$ cat src/core/ctlsup_pkg.sv
`default_nettype none
package ctlsup_pkg;
  // Timebase
  localparam int CLK_PERIOD_NS = 25;
  localparam int NS_PER_MS     = 1000000;
  localparam int TICK_NS       = 1000000;
  localparam int TICK_CYC      = TICK_NS / CLK_PERIOD_NS;
  localparam int RB_TIMEOUT_MS = 20;
  localparam int RB_TICKS_INT  = RB_TIMEOUT_MS * NS_PER_MS / TICK_NS;
  localparam logic [4:0] RB_TICKS = 5'(RB_TICKS_INT);
  localparam int DIVCLK_W      = 16;
  localparam int CLK_BIT0      = 12;

  // Register byte addresses
  localparam logic [3:0] ADR_CFG_IN  = 4'h0;
  localparam logic [3:0] ADR_CFG_OUT = 4'h4;
  localparam logic [3:0] ADR_CFG_DIV = 4'h8;
  localparam logic [3:0] ADR_STATUS  = 4'hC;

  // Input configuration fields, one 16-bit slice per group
  localparam int IN_STRIDE    = 16;
  localparam int CHAR_LSB     = 0;
  localparam int CHAR_W       = 6;
  localparam int GROUPING_LSB = 6;
  localparam int ACTION_LSB   = 8;
  localparam int ACTION_W     = 5;
  // Output configuration fields
  localparam int FSEL_W       = 4;
  localparam int SSEL_LSB     = 16;
  localparam int SSEL_W       = 3;
  // Divergence configuration fields
  localparam int DEPTH_LSB    = 0;
  localparam int DEPTH_W      = 4;
  localparam int THR_LSB      = 4;
  localparam int THR_W        = 7;
  localparam int TOL_LSB      = 16;
  localparam int TOL_W        = 8;
  // Status fields
  localparam int ST_IN_ERR    = 0;
  localparam int ST_RB_ERR    = 1;
  localparam int ST_TRIP      = 2;
  localparam int ST_LEVEL_LSB = 8;
  localparam int ST_CNT_LSB   = 16;

  localparam logic [31:0] CFG_IN_RST  = 32'h008A008A;
  localparam logic [31:0] CFG_OUT_RST = 32'h00000000;
  localparam logic [31:0] CFG_DIV_RST = 32'h000A028A;

  // Configuration codes
  localparam logic [5:0] CHAR_BIP_MAX = 6'h07;
  localparam logic [5:0] CHAR_CLK_LO  = 6'h14;
  localparam logic [5:0] CHAR_CLK_HI  = 6'h23;
  localparam logic [1:0] GRP_PAIR     = 2'h1;
  localparam logic [1:0] GRP_SINGLE   = 2'h2;
  localparam logic [1:0] GROUPING_SEL = 2'h3;
  localparam logic [4:0] ACT_SHIFT    = 5'h0D;
  localparam logic [3:0] FSEL_CLOCK   = 4'h9;

  typedef enum logic [2:0] {
    SSEL_FIXED  = 3'h0,
    SSEL_GRAY_A = 3'h1,
    SSEL_BIN_A  = 3'h2,
    SSEL_GRAY_B = 3'h3,
    SSEL_BIN_B  = 3'h4
  } ctlsup_ssel_t;

  localparam logic [3:0] GRAY_CODE [4] = '{4'h0, 4'h1, 4'h3, 4'h2};

  // Divergence filter
  localparam logic [3:0] DEPTH_3  = 4'h3;
  localparam logic [3:0] DEPTH_5  = 4'h5;
  localparam logic [3:0] DEPTH_10 = 4'hA;
  localparam logic [6:0] PCT10    = 7'h0A;
  localparam logic [6:0] PCT20    = 7'h14;
  localparam logic [6:0] PCT30    = 7'h1E;
  localparam logic [6:0] PCT40    = 7'h28;
  localparam logic [6:0] DEP5_ADJ = 7'h04;
  // Trip counts for depth 3, indexed [threshold step][drop step]
  localparam logic [6:0] DEP3_TAB [4][4] = '{
    '{7'h09, 7'h04, 7'h03, 7'h02},
    '{7'h00, 7'h0D, 7'h07, 7'h05},
    '{7'h00, 7'h00, 7'h10, 7'h09},
    '{7'h00, 7'h00, 7'h00, 7'h12}};
endpackage
`default_nettype wire

$ cat src/core/ctlsup_top.sv
`timescale 1ns/1ps
`default_nettype none
// Overview of operation
// Depth ten trips after threshold periods
// Depth five, big drop: threshold minus four
// Depth three, 40 percent drop table
// Ten percent drop: nine or ten periods
// Twenty percent drop, depth three: 13/4
// Thirty percent drop, depth three: 16/7/3
// Unipolar unclocked: no check, no delay
// Unipolar clocked inputs watch clock source
// Missing clock raises readback error, 20 ms
// Bipolar pairs checked for illegal combinations
// Illegal state tolerated for tolerance ticks
// Clock source output uses function nine
// Clock output tracks driven inverse
// Output one fastest, output four slowest
// Either clock track usable, opposite phase
// Action thirteen gives two switching points
// Multi-point selection needs grouping three
// Select one/three: Gray from group A/B
// Select two/four: binary from group A/B
// Gray accepts four codes, else error
// Binary selection never raises error
// Each output picks its own source
// Evaluation period comes from tick strobe
// Illegal Gray keeps last valid point
// Counter advances on drop, clears otherwise
module ctlsup_top
  import ctlsup_pkg::*;
#(
  parameter int P_TICK_CYCLES = TICK_CYC
)
(
  input  wire logic        i_clock,
  input  wire logic        i_rst_n,
  input  wire logic        i_wb_cyc,
  input  wire logic        i_wb_stb,
  input  wire logic        i_wb_we,
  input  wire logic [3:0]  i_wb_adr,
  input  wire logic [3:0]  i_wb_sel,
  input  wire logic [31:0] i_wb_dat,
  output logic      [31:0] o_wb_dat,
  output logic             o_wb_ack,
  input  wire logic [7:0]  i_ctl_in,
  input  wire logic        i_eval_tick,
  input  wire logic [6:0]  i_drop_pct,
  output logic      [7:0]  o_ctl_level,
  output logic      [3:0]  o_clk_trk,
  output logic      [3:0]  o_clk_trk_n,
  output logic      [15:0] o_point,
  output logic      [1:0]  o_shift,
  output logic             o_in_err,
  output logic             o_rb_err,
  output logic             o_div_trip
);
  localparam int TW = $clog2(P_TICK_CYCLES + 1);

  typedef struct packed {
    logic [7:0]          s1;
    logic [7:0]          s2;
    logic [7:0]          prev;
    logic [31:0]         cfg_in;
    logic [31:0]         cfg_out;
    logic [31:0]         cfg_div;
    logic                ack;
    logic [31:0]         rdat;
    logic [TW-1:0]       tick_cnt;
    logic                tick;
    logic [DIVCLK_W-1:0] div_clk;
    logic [3:0]          clk_p;
    logic [3:0]          clk_n;
    logic [7:0][4:0]     rb_cnt;
    logic [1:0][7:0]     ill_cnt;
    logic [1:0][1:0]     gray_pt;
    logic [3:0][3:0]     point;
    logic [1:0]          shift;
    logic [6:0]          div_cnt;
    logic                in_err;
    logic                rb_err;
    logic                trip;
  } ctlsup_state_t;

  ctlsup_state_t st_reg;
  ctlsup_state_t st_next;

  // Trip count for the configured depth, threshold and present drop
  function automatic logic [6:0] trip_limit(input logic [3:0] dep,
                                            input logic [6:0] thr,
                                            input logic [6:0] drop);
    logic [1:0] b;
    logic [1:0] t;
    logic       hit;
    b   = (drop >= PCT40) ? 2'h3 : (drop >= PCT30) ? 2'h2 :
          (drop >= PCT20) ? 2'h1 : 2'h0;
    t   = 2'h0;
    hit = 1'b1;
    case (thr)
      PCT10:   t = 2'h0;
      PCT20:   t = 2'h1;
      PCT30:   t = 2'h2;
      PCT40:   t = 2'h3;
      default: hit = 1'b0;
    endcase
    trip_limit = thr;
    if (dep == DEPTH_3 && hit)
    begin
      trip_limit = DEP3_TAB[t][b];
    end
    else if (dep == DEPTH_5 && hit && b == 2'h3)
    begin
      trip_limit = thr - DEP5_ADJ;
    end
  endfunction

  always_comb
  begin
    logic [5:0]   chr;
    logic [1:0]   grp;
    logic [1:0]   grp_a;
    logic [1:0]   grp_b;
    logic [4:0]   act;
    logic [3:0]   v;
    logic [3:0]   fsel;
    ctlsup_ssel_t ssel;
    logic         ill;
    logic         any_gray;
    logic         gvalid;
    logic [1:0]   gidx;
    logic         wr;
    logic         rd;
    logic [3:0]   depth;
    logic [6:0]   thr;
    logic [7:0]   tol;
    logic [6:0]   limit;
    logic [31:0]  st_w;
    chr      = '0;
    grp      = '0;
    act      = '0;
    v        = '0;
    fsel     = '0;
    ssel     = SSEL_FIXED;
    ill      = 1'b0;
    any_gray = 1'b0;
    gvalid   = 1'b0;
    gidx     = '0;
    st_w     = '0;
    wr       = 1'b0;
    rd       = 1'b0;
    limit    = '0;
    st_next  = st_reg;
    grp_a    = st_reg.cfg_in[GROUPING_LSB +: 2];
    grp_b    = st_reg.cfg_in[IN_STRIDE + GROUPING_LSB +: 2];
    depth    = st_reg.cfg_div[DEPTH_LSB +: DEPTH_W];
    thr      = st_reg.cfg_div[THR_LSB +: THR_W];
    tol      = st_reg.cfg_div[TOL_LSB +: TOL_W];

    // Pin synchronisers; s1 feeds s2 only
    st_next.s1   = i_ctl_in;
    st_next.s2   = st_reg.s1;
    st_next.prev = st_reg.s2;

    // Millisecond tick and clock generator counter
    st_next.tick = 1'b0;
    if (st_reg.tick_cnt == TW'(P_TICK_CYCLES - 1))
    begin
      st_next.tick_cnt = '0;
      st_next.tick     = 1'b1;
    end
    else
    begin
      st_next.tick_cnt = st_reg.tick_cnt + 1'b1;
    end
    st_next.div_clk = st_reg.div_clk + 1'b1;

    // Wishbone classic slave, one wait state
    wr = i_wb_cyc && i_wb_stb && !st_reg.ack && i_wb_we;
    rd = i_wb_cyc && i_wb_stb && !st_reg.ack && !i_wb_we;
    st_next.ack = i_wb_cyc && i_wb_stb && !st_reg.ack;
    st_w[ST_IN_ERR] = st_reg.in_err;
    st_w[ST_RB_ERR] = st_reg.rb_err;
    st_w[ST_TRIP]   = st_reg.trip;
    st_w[ST_LEVEL_LSB +: 8] = st_reg.s2;
    st_w[ST_CNT_LSB +: 7]   = st_reg.div_cnt;
    st_next.rdat = '0;
    if (rd)
    begin
      case (i_wb_adr)
        ADR_CFG_IN:  st_next.rdat = st_reg.cfg_in;
        ADR_CFG_OUT: st_next.rdat = st_reg.cfg_out;
        ADR_CFG_DIV: st_next.rdat = st_reg.cfg_div;
        ADR_STATUS:  st_next.rdat = st_w;
        default:     st_next.rdat = '0;
      endcase
    end
    for (int b = 0; b < 4; b++)
    begin
      if (wr && i_wb_sel[b])
      begin
        case (i_wb_adr)
          ADR_CFG_IN:  st_next.cfg_in[8*b +: 8]  = i_wb_dat[8*b +: 8];
          ADR_CFG_OUT: st_next.cfg_out[8*b +: 8] = i_wb_dat[8*b +: 8];
          ADR_CFG_DIV: st_next.cfg_div[8*b +: 8] = i_wb_dat[8*b +: 8];
          default:     st_next.rdat = st_next.rdat;
        endcase
      end
    end
    // Error clears come first so a same-cycle set wins
    if (wr && i_wb_adr == ADR_STATUS && i_wb_sel[0])
    begin
      if (i_wb_dat[ST_IN_ERR])
      begin
        st_next.in_err = 1'b0;
      end
      if (i_wb_dat[ST_RB_ERR])
      begin
        st_next.rb_err = 1'b0;
      end
    end

    // Clock source outputs, lower rate for higher index
    for (int k = 0; k < 4; k++)
    begin
      fsel = st_reg.cfg_out[FSEL_W*k +: FSEL_W];
      if (fsel == FSEL_CLOCK)
      begin
        st_next.clk_p[k] = st_reg.div_clk[CLK_BIT0 + k];
        st_next.clk_n[k] = !st_reg.div_clk[CLK_BIT0 + k];
      end
      else
      begin
        st_next.clk_p[k] = 1'b0;
        st_next.clk_n[k] = 1'b0;
      end
    end

    // Per input group checks
    for (int g = 0; g < 2; g++)
    begin
      chr = st_reg.cfg_in[IN_STRIDE*g + CHAR_LSB +: CHAR_W];
      grp = st_reg.cfg_in[IN_STRIDE*g + GROUPING_LSB +: 2];
      act = st_reg.cfg_in[IN_STRIDE*g + ACTION_LSB +: ACTION_W];
      v   = st_reg.s2[4*g +: 4];
      any_gray = 1'b0;
      for (int k = 0; k < 4; k++)
      begin
        ssel = ctlsup_ssel_t'(st_reg.cfg_out[SSEL_LSB + SSEL_W*k +: SSEL_W]);
        if ((g == 0 && ssel == SSEL_GRAY_A) ||
            (g == 1 && ssel == SSEL_GRAY_B))
        begin
          any_gray = 1'b1;
        end
      end
      gvalid = 1'b0;
      gidx   = '0;
      for (int j = 0; j < 4; j++)
      begin
        if (v == GRAY_CODE[j])
        begin
          gvalid = 1'b1;
          gidx   = 2'(j);
        end
      end
      ill = 1'b0;
      if (grp == GROUPING_SEL && any_gray && !gvalid)
      begin
        ill = 1'b1;
      end
      if (grp <= GRP_PAIR && chr <= CHAR_BIP_MAX)
      begin
        // Bit 0 clear: inverse pair, set: homogeneous pair
        if (chr[0] ? (v[0] != v[1] || v[2] != v[3])
                   : (v[0] == v[1] || v[2] == v[3]))
        begin
          ill = 1'b1;
        end
      end
      if (grp == GROUPING_SEL && gvalid)
      begin
        st_next.gray_pt[g] = gidx;
      end
      if (!ill)
      begin
        st_next.ill_cnt[g] = '0;
      end
      else if (st_reg.tick && st_reg.ill_cnt[g] != 8'hFF)
      begin
        st_next.ill_cnt[g] = st_reg.ill_cnt[g] + 1'b1;
      end
      if (ill && st_reg.ill_cnt[g] > tol)
      begin
        st_next.in_err = 1'b1;
      end
      // Clocked inputs must keep toggling
      for (int i = 0; i < 4; i++)
      begin
        if (chr >= CHAR_CLK_LO && chr <= CHAR_CLK_HI &&
            (grp == GRP_PAIR || grp == GRP_SINGLE))
        begin
          if (st_reg.s2[4*g+i] != st_reg.prev[4*g+i])
          begin
            st_next.rb_cnt[4*g+i] = '0;
          end
          else if (st_reg.tick && st_reg.rb_cnt[4*g+i] != RB_TICKS)
          begin
            st_next.rb_cnt[4*g+i] = st_reg.rb_cnt[4*g+i] + 1'b1;
          end
          if (st_reg.rb_cnt[4*g+i] == RB_TICKS)
          begin
            st_next.rb_err = 1'b1;
          end
        end
        else
        begin
          st_next.rb_cnt[4*g+i] = '0;
        end
      end
      st_next.shift[g] = (act == ACT_SHIFT && grp_a != GROUPING_SEL &&
                          grp_b != GROUPING_SEL) ? v[0] : 1'b0;
    end

    // Switching point per output
    for (int k = 0; k < 4; k++)
    begin
      ssel = ctlsup_ssel_t'(st_reg.cfg_out[SSEL_LSB + SSEL_W*k +: SSEL_W]);
      case (ssel)
        SSEL_GRAY_A:
          st_next.point[k] = (grp_a == GROUPING_SEL) ?
                             {2'h0, st_next.gray_pt[0]} : 4'h0;
        SSEL_BIN_A:
          st_next.point[k] = (grp_a == GROUPING_SEL) ?
                             st_reg.s2[3:0] : 4'h0;
        SSEL_GRAY_B:
          st_next.point[k] = (grp_b == GROUPING_SEL) ?
                             {2'h0, st_next.gray_pt[1]} : 4'h0;
        SSEL_BIN_B:
          st_next.point[k] = (grp_b == GROUPING_SEL) ?
                             st_reg.s2[7:4] : 4'h0;
        default:
          st_next.point[k] = 4'h0;
      endcase
    end

    // Divergence trip filter, advanced once per evaluation period
    limit = trip_limit(depth, thr, i_drop_pct);
    if (i_eval_tick)
    begin
      if (thr != '0 && i_drop_pct >= thr)
      begin
        if (st_reg.div_cnt < limit)
        begin
          st_next.div_cnt = st_reg.div_cnt + 1'b1;
        end
      end
      else
      begin
        st_next.div_cnt = '0;
      end
    end
    st_next.trip = (st_next.div_cnt >= limit) && (st_next.div_cnt != '0);
  end

  always_ff @(posedge i_clock or negedge i_rst_n)
  begin
    if (!i_rst_n)
    begin
      st_reg         <= '0;
      st_reg.cfg_in  <= CFG_IN_RST;
      st_reg.cfg_out <= CFG_OUT_RST;
      st_reg.cfg_div <= CFG_DIV_RST;
    end
    else
    begin
      st_reg <= st_next;
    end
  end

  assign o_wb_dat    = st_reg.rdat;
  assign o_wb_ack    = st_reg.ack;
  assign o_ctl_level = st_reg.s2;
  assign o_clk_trk   = st_reg.clk_p;
  assign o_clk_trk_n = st_reg.clk_n;
  assign o_point     = st_reg.point;
  assign o_shift     = st_reg.shift;
  assign o_in_err    = st_reg.in_err;
  assign o_rb_err    = st_reg.rb_err;
  assign o_div_trip  = st_reg.trip;

  // Checks
  logic [3:0] a_dep;
  logic [6:0] a_thr;
  logic       a_gok0;
  assign a_dep  = st_reg.cfg_div[DEPTH_LSB +: DEPTH_W];
  assign a_thr  = st_reg.cfg_div[THR_LSB +: THR_W];
  assign a_gok0 = (st_reg.s2[3:0] == GRAY_CODE[0]) ||
                  (st_reg.s2[3:0] == GRAY_CODE[1]) ||
                  (st_reg.s2[3:0] == GRAY_CODE[2]) ||
                  (st_reg.s2[3:0] == GRAY_CODE[3]);
endmodule
`default_nettype wire

$ cat config.mk
export PLATFORM = sky130hd
export DESIGN_NAME = ctlsup_top
export DESIGN_NICKNAME = d
export VERILOG_FILES = /design/src/core/ctlsup_pkg.sv /design/src/core/ctlsup_top.sv
export SDC_FILE = /design/constraint.sdc
export NUM_CORES = 1
export LEC_CHECK = 0
export BUFFER_PORTS_ARGS = -buffer_cell sky130_fd_sc_hd__buf_2
export CELL_PAD_IN_SITES_DETAIL_PLACEMENT = 1
export CELL_PAD_IN_SITES_GLOBAL_PLACEMENT = 1
export CORE_MARGIN = 2
export CORE_UTILIZATION = 35
export DETAILED_ROUTE_END_ITERATION = 12
export PLACE_DENSITY_LB_ADDON = 0.1
export SLEW_MARGIN = 20
export SYNTH_ARGS = -nofsm -noshare
export SYNTH_HDL_FRONTEND = slang
export SYNTH_SLANG_ARGS = --single-unit
$ cat constraint.sdc
create_clock -name i_clock -period 4.7 [get_ports i_clock]
set_input_delay 0 -clock i_clock [delete_from_list [all_inputs] [get_ports i_clock]]
set_output_delay 0 -clock i_clock [all_outputs]
set_load 0.01 [all_outputs]
==> flow_summary_export.csv <==
group,metric,value,unit
outcome,status,"complete, but fails checks",
outcome,violations,"negative setup slack",
routing,drcViolationCount,0,
floorplan,top_level_ports,131,
run,maxCapViolations,0,
worst_setup_path,crit_cells,26,
routing,vias_per_cell,5.16,
synth,ys_ff_latch,282,
cts,cts.clk_slew.worst_paths,0.06,ns
worst_setup_path,arrival,5.26,ns
grt,grtUsageMet1,0.275,
worst_setup_path,reg2reg_to,"o_div_trip",
placement,io_buffers,130,
timing,finClkSkew,0.0163,ns
layout,layout-area-overhead-vs-synth,22.0,%
synth,ys.flop_type,"dfrtp_1",
routing,firstDrtPassIters,4,
layout,n_antenna_cell,0,
cts,cts-buffers-inserted,35,
cts,cts_sinks,282,
worst_setup_path,cp_max_fo,4,
layout,fin_nets,1622,
timing,max_slew_margin,0.291,
cts,root_buffer,"clkbuf_16",
worst_setup_path,reg2reg_depth,26,
synth,synth_top_area_share,0.474,
pwr,switchingPower,1.50,mW
grt,grt_pass1_wl,65100,um
placement,gp_congestion,0.793,
timing,drv_slew,0,
synth,synth-edff-count,0,
routing,wl,41400,um
synth,synth_top_cells_by_area,"dfrtp_1, mux2_2, ha_1",
timing,period_share,1.03,
layout,final_cell_mix,"dfrtp_1, nor2_1, buf_2",
worst_setup_path,end_kind,"flop",
cts,cts_max_path_buffers,3,
floorplan,core_area,39900,um^2
pwr,swShare,0.246,
layout,largest_reg_flops,193,
grt,busiest_layer,"met2",
floorplan,die_w,206,um
worst_setup_path,crit_slowest_cell,"dfstp_2",
pwr,p_int,4.59,mW
worst_setup_path,setup.worst_path.start_class,"flop",
grt,grt_pass1_vias,11117,
timing,setup_viol,1,
layout,final_cells,2029,
synth,avgSynthCellArea,10.9,um^2
pwr,ir_worst_vdd,0.183,mV
synth,synth_area,14200,um^2
floorplan,start_util,0.357,
grt,met3_usage,0.0274,
pwr,cellLeakagePower,8.13,nW
floorplan,die_area,42300,um^2
worst_hold_path,worstHoldPathType,"primary input to flop",
timing,worst_slack,-0.138,ns
layout,layout_commonest_cell,"dfrtp_1",
timing,hold_violations,0,
timing,tightest_slew,1.05,ns
worst_setup_path,required,5.12,ns
routing,wl_per_cell,20.4,um
synth,syn_nets,1446,
cts,cts_tree,"done",
synth,yosys.area.top_type,"dfrtp_1",
grt,grtUsageMet2,0.331,
synth,async_flop_share,1.00,
timing,fmax,207,MHz
layout,nFillCells,4305,
grt,overflow,0,
timing,tns,-0.138,ns
synth,synth.distinct_cells,67,
floorplan,fp-row-count,73,
worst_setup_path,slowest_delay,0.58,ns
routing,vias,10478,
pwr,clockPowerShare,0.458,
timing,rsz0062_at_grt,"true",
timing,min_period,4.84,ns
worst_setup_path,r2r-start,"a_thr[3]",
worst_setup_path,crit_family,"compound AO/OA/AOI/OAI gates",
pwr,totalPowerFinal,6.09,mW
grt,grtUsageTotal,0.201,
pwr,powerDensity,350,nW/um^2
cts,insertion_delay,0.54,ns
pwr,sequentialPowerShare,0.430,
worst_setup_path,crit_start,"a_thr[3]",
worst_setup_path,crit_buf_inv,2,
synth,syn_inst,1304,
placement,place_hpwl,29000,um
layout,final_area,17400,um^2
pwr,combinationalPowerShare,0.112,
layout,drive_above_1_share,0.281,
worst_setup_path,criticalPathCategory,"flop to flop",
worst_setup_path,r2r_slack,-0.14,ns
worst_setup_path,path_common_cell,"a21o_1",
routing,drtIter0Drc,535,
grt,grt_max_degree,123,
worst_setup_path,crit_path_end,"o_div_trip",
routing,final_antenna_net_count,0,
placement,dp.cells,1901,
synth,yosysWarnings,0,
floorplan,die_h,206,um
cts,htreeDepth,2,
synth,ys_seq_area_frac,0.496,
grt,antenna_found_initial,0,
placement,placed_cell_area,15400,um^2
## repair_timing
action / in CTS / in global routing
endpoints found under the setup margin: 1 / 1
pin swaps: 17 / 18
hold buffers: 43 / 0
gates resized for setup: 12 / 20
setup buffers: 22 / 3
gates cloned: 0 / 0
endpoints found under the hold margin: 187 / 0
## cell families (layout without fill, tap and decap cells)
logic type	after synthesis	count (layout)	synth area share
AOI/OAI and AO/OA	195	195	0.0979
xor gates and xnor gates	85	85	0.0523
adders and majority gates	82	82	0.0719
buffers and inverters	171	371	0.0626
DFF	282	282	0.496
muxes	106	106	0.0830
and+or+nand+nor	383	383	0.136
## Yosys cell counts (all sizes together) (3+ instances only)
cell / number
or3: 4
dfrtp: 270
and4: 4
or2: 3
nor2b: 20
mux2i: 9
nand2: 75
nand4: 37
o22ai: 10
o2111ai: 4
o211ai: 5
a22oi: 38
a32oi: 13
a211oi: 7
and3: 13
xor2: 47
nor3: 10
and2: 14
nand4b: 10
nor4bb: 8
mux2: 97
a21o: 12
xnor2: 38
clkbuf: 38
a31oi: 10
ha: 81
nand2b: 9
a21oi: 51
nor2: 133
inv: 62
nand3: 30
dfstp: 12
a222oi: 15
o21ai: 16
buf: 71
## through the flow
| step | utilization | hold WS (ns) | setup WS [ns] |
|---|---|---|---|
| 6_report | 0.435 | 0.0396 | -0.138 |
| 5_1_grt | 0.435 | 0.0475 | -0.305 |
| 4_1_cts | 0.432 | 0.00583 | -0.127 |
| 3_5_place_dp | 0.386 | 0.0592 | -0.349 |
| 3_3_place_gp | 0.386 | 0.0553 | -0.226 |
| 2_1_floorplan | - | -0.296 | 0.0183 |
## power by group through the flow
stage | Combinational (mW) | Sequential (mW) | Clock, mW
after floorplan | 0.346 | 2.60 | 0
after global placement | 0.568 | 2.66 | 0
after detailed placement | 0.576 | 2.66 | 0
after CTS | 0.658 | 2.62 | 2.87
after global routing | 0.753 | 2.63 | 2.98
final | 0.680 | 2.62 | 2.79
## worst min-delay path by stage
| stage | startpoint | end | slack, ns | cells past startpoint |
|---|---|---|---|---|
| 2_1_floorplan | i_rst_n | a_dep[0] | -0.30 | 0 |
| 5_1_grt | i_eval_tick | st_reg[5] | 0.05 | 3 |
| 4_1_cts | i_eval_tick | st_reg[5] | 0.006 | 3 |
| 3_3_place_gp | i_rst_n | o_wb_dat[21] | 0.06 | 1 |
| 6_report | i_eval_tick | st_reg[5] | 0.04 | 3 |
| 3_5_place_dp | i_rst_n | o_wb_dat[21] | 0.06 | 1 |
## layout make-up
type / instances / area, um^2 / share of cell area
Multi-Input combinational cell: 851 / 6550 / 0.377
Timing Repair Buffer: 248 / 1670 / 0.0959
Clock inverter: 9 / 123 / 0.00705
Tap cell: 525 / 657 / 0.0378
Clock buffer: 52 / 1070 / 0.0617
Sequential cell: 282 / 7070 / 0.407
Inverter: 62 / 238 / 0.0137
## worst min-delay path: cells and delay by family
| family | cells | cell delay, ns |
|---|---|---|
| AND/OR/NAND/NOR | 1 | 0.16 |
| buffers and inverters | 1 | 0.14 |
| AO/OA/AOI/OAI | 1 | 0.21 |
## layer usage
metal / part of all wire / wire (um) / up-vias
met5: 0 / 0 / -
met4: 0.018 / 736 / 0
met3: 0.035 / 1460 / 48
met2: 0.48 / 19800 / 174
met1: 0.47 / 19400 / 5376
li1: - / - / 4880
No activity file was read; power rests on OpenSTA's default activity.
